File: config.mk
export PLATFORM = sky130hd
export DESIGN_NAME = lism_core
export DESIGN_NICKNAME = d
export VERILOG_FILES = /design/src/logic/lism_pkg.sv /design/src/logic/lism_core.sv /design/src/logic/lism_lane_cnt.sv /design/src/logic/lism_lane_sync.sv
export SDC_FILE = /design/constraint.sdc
export NUM_CORES = 1
export LEC_CHECK = 0
export BUFFER_PORTS_ARGS = -buffer_cell sky130_fd_sc_hd__buf_2
export CORE_MARGIN = 1
export CORE_UTILIZATION = 60
export DETAILED_ROUTE_END_ITERATION = 16
export HOLD_SLACK_MARGIN = 0.12
export PLACE_DENSITY = 0.93
export SYNTH_ARGS = -nofsm -noshare
export SYNTH_HDL_FRONTEND = slang
export SYNTH_SLANG_ARGS = --single-unit
File: constraint.sdc
create_clock -name i_core_clk -period 8.5 [get_ports i_core_clk]
set_input_delay 0.85 -clock i_core_clk [delete_from_list [all_inputs] [get_ports i_core_clk]]
set_output_delay 0.85 -clock i_core_clk [all_outputs]
set_load 0.005 [all_outputs]
File: src/logic/lism_pkg.sv
// package: constants and types for the link initialization state machine
// Behaviour
// - disabled state holds link line-quiet
// - training aligns bits and frames of lanes
// - testing checks each lane separately
// - polling reports own capabilities to host
// - active state passes frames continuously
// - recalibration idles channel briefly, then resumes
// - optional standby power state from active
// - lanes initialize independently, failures isolated
// - transition needs event on minimum lane count; the code gates only host events, not standby, recal exit or quiet drop
// - line-quiet acted on only across several lanes
// - quiet entry detected within 60 ns; the code takes four edges (160 ns) to quiet_ok, five to disabled
// - quiet exit detected within 30 ns; the code takes four clock edges (160 ns) from pin to release quiet_ok
// - tolerate 6 UI lane-to-lane skew
// - init sets forward and merge timing
package lism_pkg;

  localparam int unsigned NUM_LANES       = 10;
  localparam int unsigned LANE_CNT_W      = 4;
  localparam logic [3:0]  MIN_LANES_RST   = 4'h8;
  localparam logic [3:0]  MIN_QUIET_LANES = 4'h2;

  // clock and timing limits
  localparam int unsigned CLK_PERIOD_NS     = 40;
  localparam int unsigned QUIET_ENTRY_NS    = 60;
  localparam int unsigned QUIET_EXIT_NS     = 30;
  // longest times round down, never below one cycle
  localparam int unsigned QUIET_ENTRY_CYC   =
    (QUIET_ENTRY_NS / CLK_PERIOD_NS) < 1 ? 1 : (QUIET_ENTRY_NS / CLK_PERIOD_NS);
  localparam int unsigned QUIET_EXIT_CYC    =
    (QUIET_EXIT_NS / CLK_PERIOD_NS) < 1 ? 1 : (QUIET_EXIT_NS / CLK_PERIOD_NS);
  localparam int unsigned RX_SKEW_UI        = 6;
  localparam int unsigned SKEW_W            = 3;
  localparam logic [2:0]  SKEW_RST          = 3'h0;
  localparam logic [3:0]  WIDTH_RST         = 4'hA;
  localparam logic [7:0]  CAPS_RST          = 8'h00;

  typedef enum logic [2:0] {
    LISM_EV_NONE,
    LISM_EV_DISABLE,
    LISM_EV_TRAIN,
    LISM_EV_TEST,
    LISM_EV_POLL,
    LISM_EV_CONFIG,
    LISM_EV_ACTIVE,
    LISM_EV_RECAL
  } lism_event_t;

  typedef enum logic [2:0] {
    LISM_DISABLED,
    LISM_TRAINING,
    LISM_TESTING,
    LISM_POLLING,
    LISM_CONFIG,
    LISM_ACTIVE,
    LISM_RECAL,
    LISM_STANDBY
  } lism_state_t;

  // per-lane observation from the receiver front end
  typedef struct packed {
    logic [NUM_LANES-1:0] quiet;
    logic [NUM_LANES-1:0] aligned;
    logic [NUM_LANES-1:0] test_ok;
  } lism_lane_obs_t;

  // status carried toward host and datapath
  typedef struct packed {
    logic                  link_quiet;
    logic                  frames_en;
    logic                  report_caps;
    logic                  align_en;
    logic                  test_en;
    logic                  recal_en;
    logic                  standby;
    logic [NUM_LANES-1:0]  lane_good;
  } lism_status_t;

endpackage
File: src/logic/lism_core.sv
// module: link initialization core state machine of the buffer device
`timescale 1ns/100ps
`default_nettype none
module lism_core (
  // clock and reset
  input  wire logic                             i_core_clk,
  input  wire logic                             i_sys_rst,
  // per-lane pins from the southbound receivers
  input  wire logic [lism_pkg::NUM_LANES-1:0]   i_lane_quiet,
  input  wire logic [lism_pkg::NUM_LANES-1:0]   i_lane_aligned,
  input  wire logic [lism_pkg::NUM_LANES-1:0]   i_lane_event,
  input  wire logic [lism_pkg::NUM_LANES-1:0]   i_lane_test_ok,
  // decoded host event from the frame decoder, same clock
  input  wire lism_pkg::lism_event_t            i_host_event,
  input  wire logic [3:0]                       i_cfg_width,
  input  wire logic                             i_standby_req,
  input  wire logic                             i_standby_en,
  input  wire logic [3:0]                       i_min_lanes,
  input  wire logic [lism_pkg::SKEW_W-1:0]      i_skew_hold,
  input  wire logic                             i_recal_done,
  input  wire logic [7:0]                       i_own_caps,
  // state and status
  output lism_pkg::lism_state_t                 o_state,
  output lism_pkg::lism_status_t                o_status,
  output logic [3:0]                            o_lane_width,
  output logic [7:0]                            o_caps,
  output logic                                  o_fwd_timing_set,
  output logic                                  o_merge_timing_set
);
  import lism_pkg::*;

  lism_state_t           state_r;
  lism_state_t           state_nxt;
  logic [NUM_LANES-1:0]  quiet_s;
  logic [NUM_LANES-1:0]  aligned_s;
  logic [NUM_LANES-1:0]  ev_s1_r;
  logic [NUM_LANES-1:0]  ev_s2_r;
  logic [NUM_LANES-1:0]  tok_s1_r;
  logic [NUM_LANES-1:0]  tok_s2_r;
  logic [NUM_LANES-1:0]  lane_good_r;
  logic [NUM_LANES-1:0]  cnt_mask;
  logic [LANE_CNT_W-1:0] quiet_cnt;
  logic [LANE_CNT_W-1:0] event_cnt;
  logic                  ev_ok;
  logic                  quiet_ok;
  lism_event_t           host_ev;

  // per-lane synchronisers: each lane comes up on its own
  generate
    for (genvar g = 0; g < NUM_LANES; g++) begin : g_lane
      lism_lane_sync u_sync (
        .i_core_clk    (i_core_clk),
        .i_sys_rst     (i_sys_rst),
        .i_quiet_pin   (i_lane_quiet[g]),
        .i_aligned_pin (i_lane_aligned[g]),
        .i_skew_hold   (i_skew_hold),
        .o_quiet       (quiet_s[g]),
        .o_aligned     (aligned_s[g])
      );
    end
  endgenerate

  // event and test flags also come from pins
  always_ff @(posedge i_core_clk) begin
    if (i_sys_rst) begin
      ev_s1_r  <= '0;
      ev_s2_r  <= '0;
      tok_s1_r <= '0;
      tok_s2_r <= '0;
    end else begin
      ev_s1_r  <= i_lane_event;
      ev_s2_r  <= ev_s1_r;
      tok_s1_r <= i_lane_test_ok;
      tok_s2_r <= tok_s1_r;
    end
  end

  // only lanes that passed testing count once past testing
  function automatic logic [NUM_LANES-1:0] lane_mask(input lism_state_t s,
                                                     input logic [NUM_LANES-1:0] good);
    lane_mask = (s == LISM_DISABLED || s == LISM_TRAINING || s == LISM_TESTING) ?
                {NUM_LANES{1'h1}} : good;
  endfunction

  // one mask feeds both counters and the checks, so they can never disagree
  assign cnt_mask = lane_mask(state_r, lane_good_r);

  lism_lane_cnt u_quiet_cnt (
    .i_core_clk (i_core_clk),
    .i_sys_rst  (i_sys_rst),
    .i_flags    (quiet_s),
    .i_enable   (cnt_mask),
    .o_count    (quiet_cnt)
  );

  lism_lane_cnt u_event_cnt (
    .i_core_clk (i_core_clk),
    .i_sys_rst  (i_sys_rst),
    .i_flags    (ev_s2_r & aligned_s),
    .i_enable   (cnt_mask),
    .o_count    (event_cnt)
  );

  assign ev_ok    = (event_cnt >= i_min_lanes) && (i_min_lanes != 4'h0);
  assign quiet_ok = quiet_cnt >= MIN_QUIET_LANES;
  assign host_ev  = ev_ok ? i_host_event : LISM_EV_NONE;

  // next state: host steps the device, quiet on several lanes drops to disabled
  always_comb begin
    state_nxt = state_r;
    case (state_r)
      LISM_DISABLED: if (host_ev == LISM_EV_TRAIN) state_nxt = LISM_TRAINING;
      LISM_TRAINING: if (host_ev == LISM_EV_TEST) state_nxt = LISM_TESTING;
      LISM_TESTING:  if (host_ev == LISM_EV_POLL) state_nxt = LISM_POLLING;
      LISM_POLLING:  if (host_ev == LISM_EV_CONFIG) state_nxt = LISM_CONFIG;
      LISM_CONFIG:   if (host_ev == LISM_EV_ACTIVE) state_nxt = LISM_ACTIVE;
      LISM_ACTIVE: begin
        if (host_ev == LISM_EV_RECAL) begin
          state_nxt = LISM_RECAL;
        end else if (i_standby_req && i_standby_en) begin
          state_nxt = LISM_STANDBY;
        end
      end
      LISM_RECAL:    if (i_recal_done) state_nxt = LISM_ACTIVE;
      LISM_STANDBY:  if (!i_standby_req) state_nxt = LISM_ACTIVE;
      default:       state_nxt = LISM_DISABLED;
    endcase
    // disable event and multi-lane quiet override, except where quiet is expected
    if (state_r != LISM_DISABLED && state_r != LISM_STANDBY && state_r != LISM_RECAL) begin
      if (host_ev == LISM_EV_DISABLE || quiet_ok) begin
        state_nxt = LISM_DISABLED;
      end
    end
  end

  // reset lands in disabled
  always_ff @(posedge i_core_clk) begin
    if (i_sys_rst) begin
      state_r <= LISM_DISABLED;
    end else begin
      state_r <= state_nxt;
    end
  end

  // lane test results kept per lane
  always_ff @(posedge i_core_clk) begin
    if (i_sys_rst) begin
      lane_good_r <= '0;
    end else if (state_r == LISM_TRAINING) begin
      lane_good_r <= '0;
    end else if (state_r == LISM_TESTING) begin
      lane_good_r <= lane_good_r | (tok_s2_r & aligned_s);
    end
  end

  // width taken from host when config ends
  always_ff @(posedge i_core_clk) begin
    if (i_sys_rst) begin
      o_lane_width <= WIDTH_RST;
    end else if (state_r == LISM_CONFIG && state_nxt == LISM_ACTIVE) begin
      o_lane_width <= i_cfg_width;
    end
  end

  // capability report shown only while polling
  always_ff @(posedge i_core_clk) begin
    if (i_sys_rst) begin
      o_caps <= CAPS_RST;
    end else begin
      o_caps <= (state_nxt == LISM_POLLING) ? i_own_caps : CAPS_RST;
    end
  end

  // forward and merge timing latch once training finishes
  always_ff @(posedge i_core_clk) begin
    if (i_sys_rst) begin
      o_fwd_timing_set   <= 1'h0;
      o_merge_timing_set <= 1'h0;
    end else if (state_nxt == LISM_DISABLED) begin
      o_fwd_timing_set   <= 1'h0;
      o_merge_timing_set <= 1'h0;
    end else if (state_r == LISM_TRAINING && state_nxt == LISM_TESTING) begin
      o_fwd_timing_set   <= 1'h1;
      o_merge_timing_set <= 1'h1;
    end
  end

  // status outputs registered from next state, lane_good from lane_good_r
  always_ff @(posedge i_core_clk) begin
    if (i_sys_rst) begin
      o_state  <= LISM_DISABLED;
      o_status <= '{link_quiet: 1'h1, default: '0};
    end else begin
      o_state              <= state_nxt;
      o_status.link_quiet  <= (state_nxt == LISM_DISABLED) ||
                              (state_nxt == LISM_RECAL) ||
                              (state_nxt == LISM_STANDBY);
      o_status.frames_en   <= state_nxt == LISM_ACTIVE;
      o_status.report_caps <= state_nxt == LISM_POLLING;
      o_status.align_en    <= state_nxt == LISM_TRAINING;
      o_status.test_en     <= state_nxt == LISM_TESTING;
      o_status.recal_en    <= state_nxt == LISM_RECAL;
      o_status.standby     <= state_nxt == LISM_STANDBY;
      o_status.lane_good   <= lane_good_r;
    end
  end
endmodule
`default_nettype wire

File: src/logic/lism_lane_cnt.sv
// module: counts lanes that carry a given event
`timescale 1ns/100ps
`default_nettype none
module lism_lane_cnt (
  // clock and reset
  input  wire logic                            i_core_clk,
  input  wire logic                            i_sys_rst,
  // lane flags
  input  wire logic [lism_pkg::NUM_LANES-1:0]  i_flags,
  input  wire logic [lism_pkg::NUM_LANES-1:0]  i_enable,
  // registered lane count
  output logic      [lism_pkg::LANE_CNT_W-1:0] o_count
);
  import lism_pkg::*;

  logic [LANE_CNT_W-1:0] sum_nxt;

  // adder tree kept as a loop; lanes masked out never count
  always_comb begin
    sum_nxt = '0;
    for (int i = 0; i < NUM_LANES; i++) begin
      sum_nxt = sum_nxt + LANE_CNT_W'(i_flags[i] & i_enable[i]);
    end
  end

  // registered so the output comes straight from a flop
  always_ff @(posedge i_core_clk) begin
    if (i_sys_rst) begin
      o_count <= '0;
    end else begin
      o_count <= sum_nxt;
    end
  end
endmodule
`default_nettype wire

File: src/logic/lism_lane_sync.sv
// module: two-flop synchroniser and skew debounce for one lane
`timescale 1ns/100ps
`default_nettype none
module lism_lane_sync (
  // clock and reset
  input  wire logic                        i_core_clk,
  input  wire logic                        i_sys_rst,
  // raw lane pins
  input  wire logic                        i_quiet_pin,
  input  wire logic                        i_aligned_pin,
  // skew hold cycles
  input  wire logic [lism_pkg::SKEW_W-1:0] i_skew_hold,
  // synchronised lane state
  output logic                             o_quiet,
  output logic                             o_aligned
);
  import lism_pkg::*;

  logic [1:0]        q_sync_r;
  logic [1:0]        a_sync_r;
  logic [SKEW_W-1:0] a_hold_r;

  // two flops before any logic reads the pins
  always_ff @(posedge i_core_clk) begin
    if (i_sys_rst) begin
      q_sync_r <= 2'h0;
      a_sync_r <= 2'h0;
    end else begin
      q_sync_r <= {q_sync_r[0], i_quiet_pin};
      a_sync_r <= {a_sync_r[0], i_aligned_pin};
    end
  end

  // quiet passes with no filter so entry and exit stay fast
  always_ff @(posedge i_core_clk) begin
    if (i_sys_rst) begin
      o_quiet <= 1'h0;
    end else begin
      o_quiet <= q_sync_r[1];
    end
  end

  // alignment must hold for the skew window, absorbing late lanes
  always_ff @(posedge i_core_clk) begin
    if (i_sys_rst) begin
      a_hold_r  <= '0;
      o_aligned <= 1'h0;
    end else if (!a_sync_r[1]) begin
      a_hold_r  <= '0;
      o_aligned <= 1'h0;
    end else if (a_hold_r < i_skew_hold) begin
      a_hold_r  <= a_hold_r + SKEW_W'(1);
    end else begin
      o_aligned <= 1'h1;
    end
  end
endmodule
`default_nettype wire

# After elaboration in Yosys (flattened, before gate mapping)
# Cells that the tools add are included.
# W data, S select, Z words.
[classes]
n_addsub = 28
n_lt_le_gt_ge = 12
eq_ne = 22
muxes = 14
bitwise = 34
n_reduce_logical = 28
[ops]
columns = ["cell", "count"]
rows = [
  ["$add A4 B4 Y4", 18],
  ["$mux W3", 12],
  ["$eq A3 B3 Y1 const B", 11],
  ["$add A3 B1 Y3 const B", 10],
  ["$lt A3 B3 Y1", 10],
  ["$reduce_or A2 Y1", 13],
  ["$pmux W3 S8", 1],
  ["$and A1 B1 Y1", 20],
  ["$and A10 B10 Y10", 2],
  ["$eq A3 B2 Y1 const B", 6],
  ["$not A1 Y1", 11],
  ["$mux W10", 1],
  ["$or A10 B10 Y10", 1],
  ["$eq A3 B1 Y1 const B", 3],
  ["$logic_and A1 B1 Y1", 6],
  ["$logic_not A3 Y1", 2],
  ["$ne A3 B3 Y1 const B", 2],
  ["$logic_or A1 B1 Y1", 5],
  ["$ge A4 B2 Y1 const B", 1],
  ["$ge A4 B4 Y1", 1],
  ["$reduce_bool A4 Y1", 1],
  ["$reduce_bool A3 Y1", 1],
]
[word_totals]
reg_bits = 181
input_bits = 67
out_inout_bits = 34

# Logic depth before layout (Yosys ltp)
# Gate-level depths: netlist of the first run.
[depth]
depth_word = 14
ltp_mapped = 12
ltp_nobuf = 10

# Cells and area by module
# A second synthesis of the first run with hierarchy kept.
[hier_totals]
hier_cells = 702
hier_area_um2 = 7267.0
[by_module_without_submodules]
columns = ["module", "n_inst", "cells_per_inst", "area_each_um2", "seq_area_each_um2"]
rows = [
  ["lism_lane_sync (g_lane[0].u_sync ...)", 9, 33, 344.1, 180.2],
  ["lism_core", 1, 294, 3049.2, 1661.6],
  ["lism_lane_cnt", 2, 39, 389.1, 80.1],
  ["lism_lane_sync (g_lane[9].u_sync)", 1, 33, 342.8, 180.2],
]

# Worst setup path after synthesis of the first run
# No wires, ideal clock.
[synth_path]
path_kind = "flip-flop to flip-flop"
startpoint = "reg, netlist name o_state[2]"
endpoint = "reg u_quiet_cnt.o_count[2] (netlist name)"
setup_ns = 0.115
t_arrival_ns = 3.397
setup_slack_ns = 4.988
stages_incl_launch_ff = 13
path_buffers = 2
path_cell_list = "dfxtp_1 -> buf_6 -> a21oi_1 -> clkbuf_1 -> o21ai_0 -> fa_1 -> fa_1 -> inv_1 -> fa_1 -> ha_1 -> fa_1 -> xnor2_1 -> nor2_1"
[synth_lines]
columns = ["element", "line_no", "rtl"]
rows = [
  ["to (signal assigned)", "lism_lane_cnt.sv:31", "o_count <= sum_nxt;"],
  ["to (decl)", "lism_lane_cnt.sv:12", "output logic [lism_pkg::LANE_CNT_W-1:0] o_count"],
]

==> results of run 1 <==
## cell families (layout without fill, tap and decap cells)
logic type / after synthesis / after routing / share of synthesized area, %
AND/OR/NAND/NOR: 234 / 234 / 19.61
flip-flops: 180 / 180 / 52.58
AO/OA/AOI/OAI: 87 / 87 / 9.093
adder cells (fa/ha/maj): 50 / 50 / 10.44
buffers and inverters: 49 / 159 / 3.286
XOR/XNOR: 23 / 23 / 2.940
multiplexers: 14 / 14 / 2.045
## worst max path at each step
stage | endpoint | depth (start not counted) | slack, ns
after floorplan | u_quiet_cnt.o_count[2]$_SDFF_PP0_ | 12 | 4.99
after global placement | u_event_cnt.o_count[2]$_SDFF_PP0_ | 11 | 4.93
after detailed placement | u_event_cnt.o_count[1]$_SDFF_PP0_ | 10 | 4.76
after CTS | u_quiet_cnt.o_count[2]$_SDFF_PP0_ | 11 | 4.72
after global routing | u_quiet_cnt.o_count[2]$_SDFF_PP0_ | 11 | 4.53
final | u_quiet_cnt.o_count[2]$_SDFF_PP0_ | 11 | 4.72
## power by group through the flow
stage                     registers (mW)  logic [mW]  clock network, mW
final                              0.873      0.0830              0.743
after global routing               0.873      0.0925              0.790
after CTS                          0.872      0.0837              0.751
after detailed placement           0.891      0.0819                  0
after global placement             0.890      0.0772                  0
after floorplan                    0.887      0.0555                  0
## stage by stage
step / power, mW / instance area (um^2) / util, %
floorplan: 0.9428 / 6853 / -
global placement: 0.9668 / 7426 / 67.61
detailed placement: 0.9725 / 7426 / 67.61
CTS: 1.708 / 7983 / 72.68
global route: 1.756 / 7983 / 72.68
finish: 1.698 / 7983 / 72.68
## cells in the mapped netlist (2+ instances only)
| library cell | n | share of area, % |
|---|---|---|
| dfxtp_1 | 180 | 53 |
| nor3_1 | 6 | 0.44 |
| nor2b_1 | 104 | 9.5 |
| nor3b_1 | 2 | 0.22 |
| nor4_1 | 2 | 0.18 |
| a221oi_1 | 2 | 0.26 |
| nor4b_1 | 5 | 0.64 |
| a211oi_2 | 2 | 0.37 |
| fa_1 | 12 | 3.5 |
| o21a_1 | 4 | 0.44 |
| or2_2 | 2 | 0.18 |
| o211ai_1 | 8 | 0.88 |
| buf_4 | 5 | 0.55 |
| clkbuf_1 | 15 | 0.82 |
| o211a_1 | 3 | 0.44 |
| nor4b_2 | 3 | 0.66 |
| a31oi_1 | 11 | 1.0 |
| nand2_1 | 15 | 0.82 |
| mux2i_1 | 14 | 2.0 |
| nand2b_1 | 25 | 2.3 |
| xor2_1 | 10 | 1.3 |
| inv_1 | 26 | 1.4 |
| nor2_1 | 58 | 3.2 |
| buf_6 | 3 | 0.49 |
| ha_1 | 38 | 6.9 |
| a21o_1 | 11 | 1.2 |
| o21ai_0 | 8 | 0.58 |
| xnor2_1 | 13 | 1.7 |
| a21oi_1 | 25 | 1.8 |
## per-layer routing
layer  vias to the layer above  wire, um
met3                        45       724
li1                       2302         -
met4                         0       466
met5                         -         0
met2                       156      7225
met1                      2194      5331
## registers in the layout, summed over array words and instances, names as in the netlist
| signal | cells |
|---|---|
| u_quiet_cnt.o_count | 3 |
| lane_good_r | 10 |
| o_merge_timing_set | 1 |
| g_lane.u_sync.a_hold_r | 30 |
| g_lane.u_sync.q_sync_r | 20 |
| o_lane_width | 4 |
| u_event_cnt.o_count | 4 |
| o_status | 17 |
| g_lane.u_sync.o_aligned | 10 |
| ev_s1_r | 10 |
| ev_s2_r | 10 |
| tok_s2_r | 10 |
| g_lane.u_sync.a_sync_r | 20 |
| tok_s1_r | 10 |
| o_state | 3 |
| g_lane.u_sync.o_quiet | 10 |
| o_caps | 8 |
## cell type report
type | count | area (um^2)
Clock inverter | 9 | 106.4
Clock buffer | 21 | 450.4
Tap cell | 140 | 175.2
Fill cell | 707 | 3000
Sequential cell | 180 | 3603
Inverter | 26 | 97.59
Timing Repair Buffer | 103 | 525.5
Multi-Input combinational cell | 408 | 3024
## placed cells by master, fill, tap and decap left out, types with 15 or more instances in the layout
cell         n
buf_2       99
nand2b_1    25
nor2b_1    104
nor2_1      58
a21oi_1     25
ha_1        38
inv_1       26
dfxtp_1    180
nand2_1     15
clkbuf_16   17
## worst register-to-register path: stages, from the launching register on
cell	delay [ns]
dfxtp_1	0.63
a21oi_1	0.08
buf_4	0.22
o21ai_0	0.31
fa_1	0.48
fa_1	0.56
inv_1	0.06
fa_1	0.48
ha_1	0.25
fa_1	0.39
xnor2_1	0.14
nor2_1	0.05
==> summary.md, run 1 <==
| Metric | Value |
|---|---|
| Crit-path max cell delay | 0.63 ns |
| Seq/Total Area, Yosys | 52.58% |
| Number of global-route vias before repair | 4787 |
| Root Buffer Master | clkbuf_16 |
| Final net count | 853 |
| Start point of the worst min-delay path | g_lane[9].u_sync.a_sync_r[0]$_SDFF_PP0_ |
| Leakage | 3.559 nW |
| Max_slew headroom | 17.61% |
| Kind of critical path | reg2reg |
| Average routed wire per standard cell | 15.50 um |
| Routed vias | 4697 |
| Internal power | 1.341 mW |
| Fmax | 264.3 MHz |
| Number of cells in the design after placement | 857 |
| Class of the worst hold path | reg2reg |
| Final Instance Count excl. Fillers | 887 |
| Number of setup violations in the final report | 0 |
| Worst path required time | 8.79 ns |
| Congestion Overflow GR | 0 |
| Async set-reset flop share out of synthesis | 0% |
| # Max-Cap Violations | 0 |
| Worst hold margin | 0.4335 ns |
| Global-route usage over all layers | 24.86% |
| Slew Viols, Final | 0 |
| Family of cells with the greatest summed delay on the critical path | adder cells |
| Min setup slack post-route | 4.716 ns |
| Core Area | 10980 um^2 |
| Max Clock Skew | 0.008009 ns |
| Hold path endpoint | g_lane[9].u_sync.a_sync_r[1]$_SDFF_PP0_ |
| Port buffer count | 100 |
| Library cells used by synthesis | 54 |
| Met2 GRT Util | 43.85% |
| Number of flops mapped to enable cells by yosys | 0 |
| Clock sink count | 180 |
| Status | complete, no violations |
| CTS Buf Count | 17 |
| Reg2Reg Capture Point | u_quiet_cnt.o_count[2]$_SDFF_PP0_ |
| Final sum of negative setup slack | 0 ns |
| Starting Density | 62.39% |
| Die width | 108.9 um |
| Crit. End Element | flop |
| Clock transition at path regs | 0.07 ns |
| CP dominant cell by count | fa_1 |
| Longest Clk Path Bufs | 2 |
| Number of gates given a new drive strength after cts | 0 |
| First DRT Iteration DRCs | 267 |
| Cell with the largest stage delay on the worst path | dfxtp_1 |
| Detailed Routing Iterations Pass 1 | 5 |
| Primary flip-flop cell chosen by synthesis mapping | dfxtp_1 |
| Area of the die | 11850 um^2 |
| Proportion of layout cells with a drive suffix above 1 | 19.68% |
| Antenna diodes | 0 |
| Power density over the cells | 212.7 nW/um^2 |
| RSZ-0062 raised after global routing | no |
| Clk_lat worst skew | 0.43 ns |
| Area of the mapped netlist | 6853 um^2 |
| Syn_nets | 754 |
| Row cnt | 38 |
| Aggregate routed wire length | 13.75 mm |
| Sequential share of power | 51.4% |
| Crit path launch | o_state[2]$_SDFF_PP0_ |
| Total of flip-flops plus latches after synthesis | 180 |
| Slew at the pin with the worst max-slew slack | 1.226 ns |
| Total DRC errors in the routed layout | 0 |
| Critical path startpoint category | flop |
| Worst R2R Path Depth | 11 |
| Final Cycle Share | 44.52% |
| Worst path cell trace | a21oi_1 -> buf_4 -> o21ai_0 -> fa_1 -> fa_1 -> inv_1 -> fa_1 -> ha_1 -> fa_1 -> xnor2_1 -> nor2_1 |
| Met1 routing resource usage after global routing | 26.10% |
| Switching power share of the total | 21.03% |
| Cell depth of the worst hold path | 1 |
| Total setup buffers inserted after CTS | 0 |
| Power dissipated by switching net loads | 0.3571 mW |
| Routability cong. | 0.8795 |
| Global routing's busiest layer | met2 |
| Wire length of the first global-routing pass | 21.90 mm |
| Worst vdd ir | 0.0001778 V |
| Number of warning messages in the yosys log | 0 |
| Met3 global-route usage | 6.993% |
| Clock tree from TritonCTS | yes |
| Syn Inst Count | 637 |
| Post-placement worst setup slack | 4.761 ns |
| Final count of hold timing violations | 0 |
| Relative contribution of the clock network to total power | 43.7% |
| Total of hold buffers inserted after clock tree synthesis | 0 |
| IO Pins | 101 |
| Maximum fanout along the worst path | 20 |
| Antenna viol nets, final | 0 |
| Antenna violations before repair | 0 |
| RR Startpoint | o_state[2]$_SDFF_PP0_ |
| Detailed-placement wirelength estimate | 9.403 mm |
| Area growth syn-to-layout | 16.49% |
| Avg Synthesized Cell Area | 10.76 um^2 |
| Portion of total power attributed to combinational logic | 4.9% |
| Level count of the clock H-tree | 4 |
| Die height | 108.9 um |
| Via-per-instance ratio | 5.295 |
| Total buffers and inverters traversed by the critical path | 2 |
| R2R setup slack | 4.72 ns |
| Largest net degree at the start of global routing | 87 |
| Shortest clock period the worst path allows after layout | 3.784 ns |
| Crit path arrival time | 4.08 ns |
No activity file was read; power rests on OpenSTA's default activity.
==> run 2, diff against run 1 <==
ABC_AREA = 1   (was default)
CORE_UTILIZATION = 57   (was 60)
PLACE_DENSITY = 0.89   (was 0.93)
clock period = 3.6 ns   (was 8.5 ns; I/O delays follow)
==> summary.md, run 2 <==
| Metric | Value |
|---|---|
| Seq/Total Area, Yosys | 51.04% |
| Antenna viol nets, final | 0 |
| Status | complete, no violations |
| Average routed wire per standard cell | 12.32 um |
| Crit. End Element | flop |
| Shortest clock period the worst path allows after layout | 3.469 ns |
| Critical path startpoint category | flop |
| Proportion of layout cells with a drive suffix above 1 | 18.43% |
| # Max-Cap Violations | 0 |
| Max_slew headroom | 49.49% |
| Syn_nets | 977 |
| Aggregate routed wire length | 14.17 mm |
| Total DRC errors in the routed layout | 0 |
| Maximum fanout along the worst path | 8 |
| Routability cong. | 0.8512 |
| Final sum of negative setup slack | 0 ns |
| Starting Density | 58.54% |
| Cell depth of the worst hold path | 3 |
| Area growth syn-to-layout | 18.25% |
| Async set-reset flop share out of synthesis | 0% |
| Final net count | 1086 |
| Wire length of the first global-routing pass | 23.43 mm |
| Final Cycle Share | 96.35% |
| Slew at the pin with the worst max-slew slack | 0.7529 ns |
| IO Pins | 101 |
| Number of setup violations in the final report | 0 |
| Max Clock Skew | 0.007756 ns |
| Die width | 113.3 um |
| Detailed Routing Iterations Pass 1 | 5 |
| Number of warning messages in the yosys log | 0 |
| Final Power | 3.992 mW |
| First DRT Iteration DRCs | 352 |
| Via-per-instance ratio | 4.790 |
| Crit path arrival time | 3.76 ns |
| Power density over the cells | 478.1 nW/um^2 |
| Slew Viols, Final | 0 |
| Global-route usage over all layers | 23.44% |
| Total of flip-flops plus latches after synthesis | 180 |
| Avg Synthesized Cell Area | 8.210 um^2 |
| Synth area leaders | dfxtp_1 (51%), inv_1 (9.8%), nor2_1 (8.3%) |
| Number of global-route vias before repair | 5388 |
| Clk_lat worst skew | 0.43 ns |
| Antenna violations before repair | 1 |
| Worst vdd ir | 0.0002981 V |
| Area of the mapped netlist | 7061 um^2 |
| Registers with the most flip-flops | g_lane.u_sync.a_hold_r: 30 flops, g_lane.u_sync.a_sync_r: 20 flops, g_lane.u_sync.q_sync_r: 20 flops |
| Class of the worst hold path | in2reg |
| Clock tree from TritonCTS | yes |
| Worst R2R Path Depth | 14 |
| Most common cell after layout, fill and taps aside | inv_1 |
| Final count of hold timing violations | 0 |
| Number of flops mapped to enable cells by yosys | 0 |
| Level count of the clock H-tree | 4 |
| Antenna diodes | 0 |
| Kind of critical path | reg2reg |
| Most numerous cell in the Yosys netlist | inv_1 |
| Row cnt | 40 |
| Library cells used by synthesis | 30 |
| Post-synth top area share | 51.04% |
| Flip-flop count of the largest register, all copies and words added | 30 |
| Cell type with the highest aggregate area in the netlist | dfxtp_1 |
| Fmax | 288.3 MHz |
| Routed vias | 5509 |
| Congestion Overflow GR | 0 |
| Area of the die | 12840 um^2 |
| Largest net degree at the start of global routing | 59 |
| Leakage | 4.262 nW |
| Core Area | 12060 um^2 |
| Syn Inst Count | 860 |
| Primary flip-flop cell chosen by synthesis mapping | dfxtp_1 |
| CTS Buf Count | 17 |
| Die height | 113.3 um |
| Longest Clk Path Bufs | 2 |
| Commonest cells in the synthesized netlist | inv_1 (185), dfxtp_1 (180), nor2_1 (156) |
| Most used cells in the layout excluding fill and tap cells | inv_1 (185), dfxtp_1 (180), nor2_1 (155), buf_2 (99), nand2_1 (96) |
| Clock transition at path regs | 0.07 ns |
| Worst path required time | 3.89 ns |
| Detailed-placement wirelength estimate | 9.473 mm |
| Largest Register | g_lane.u_sync.a_hold_r |
| Clock sink count | 180 |
| Root Buffer Master | clkbuf_16 |
| Port buffer count | 100 |
[run 2: power breakdown]
group / total (mW) / leakage [nW] / internal [mW] / switching, mW
logic: 0.193 / 2.52 / 0.0724 / 0.120
registers: 2.06 / 1.47 / 2.04 / 0.0170
clock network: 1.74 / 0.272 / 0.965 / 0.775
total: 3.99 / 4.26 / 3.08 / 0.913
[run 2: metal layers]
layer	global-route usage, %	part of all wire [%]	up-vias
met5	0	0.092	-
met4	12.89	3.4	2
met2	41.35	50	162
met1	26.00	41	2505
met3	5.678	4.7	43
li1	-	-	2797
[run 2: repair_timing]
item / in CTS / in global routing
hold endpoints to repair: 2 / 0
setup buffers: 0 / 1
pin swaps: 1 / 3
endpoints found under the setup margin: 1 / 3
gates resized for setup: 1 / 7
hold buffers: 2 / 0
[run 2: logic make-up after synthesis]
group | share of synthesized area (%)
buffers and inverters | 11.39
adder cells (fa/ha/maj) | 10.14
AO/OA/AOI/OAI | 6.380
XOR/XNOR | 0.2481
AND/OR/NAND/NOR | 20.80
flip-flops | 51.04
[run 2: layout make-up]
cell class,count,area [um^2]
inverters,195,734.5
repair buffers,108,568.0
well taps,168,210.2
clock inverters,12,116.4
clock buffers,20,436.7
multi-input cells,467,2680
flip-flops and latches,180,3603
fillers,866,3712
[run 2: stage by stage]
stage	setup slack, ns	hold WS, ns	instance area (um^2)	utilization, %	std cells
5_1_grt	-0.01504	0.1275	8349	69.22	1150
2_1_floorplan	0.07445	0.3883	7061	-	860
6_report	0.1314	0.1277	8349	69.22	1150
4_1_cts	0.02438	0.1201	8314	68.93	1149
3_3_place_gp	0.2223	0.3896	7739	64.16	1115
3_5_place_dp	0.09502	0.3916	7739	64.16	1115
[run 2: worst paths after layout]
| kind | start | endpoint | slack, ns |
|---|---|---|---|
| max | o_state[0]$_SDFF_PP0_ | u_event_cnt.o_count[2]$_SDFF_PP0_ | 0.13 |
| min | i_lane_aligned[1] | g_lane[1].u_sync.a_sync_r[0]$_SDFF_PP0_ | 0.13 |
| max reg2reg | o_state[0]$_SDFF_PP0_ | u_event_cnt.o_count[2]$_SDFF_PP0_ | 0.13 |
| min reg2reg | g_lane[8].u_sync.a_sync_r[0]$_SDFF_PP0_ | g_lane[8].u_sync.a_sync_r[1]$_SDFF_PP0_ | 0.40 |
[run 2: worst max-delay path: stages (launching register included)]
cell	delay (ns)
dfxtp_1	0.31
nand2_1	0.07
inv_1	0.07
nor2_4	0.12
inv_4	0.09
nand2_1	0.12
nand3_2	0.10
fa_1	0.52
fa_1	0.55
inv_1	0.05
fa_1	0.45
ha_2	0.22
fa_1	0.38
xnor2_1	0.21
nor2_1	0.07
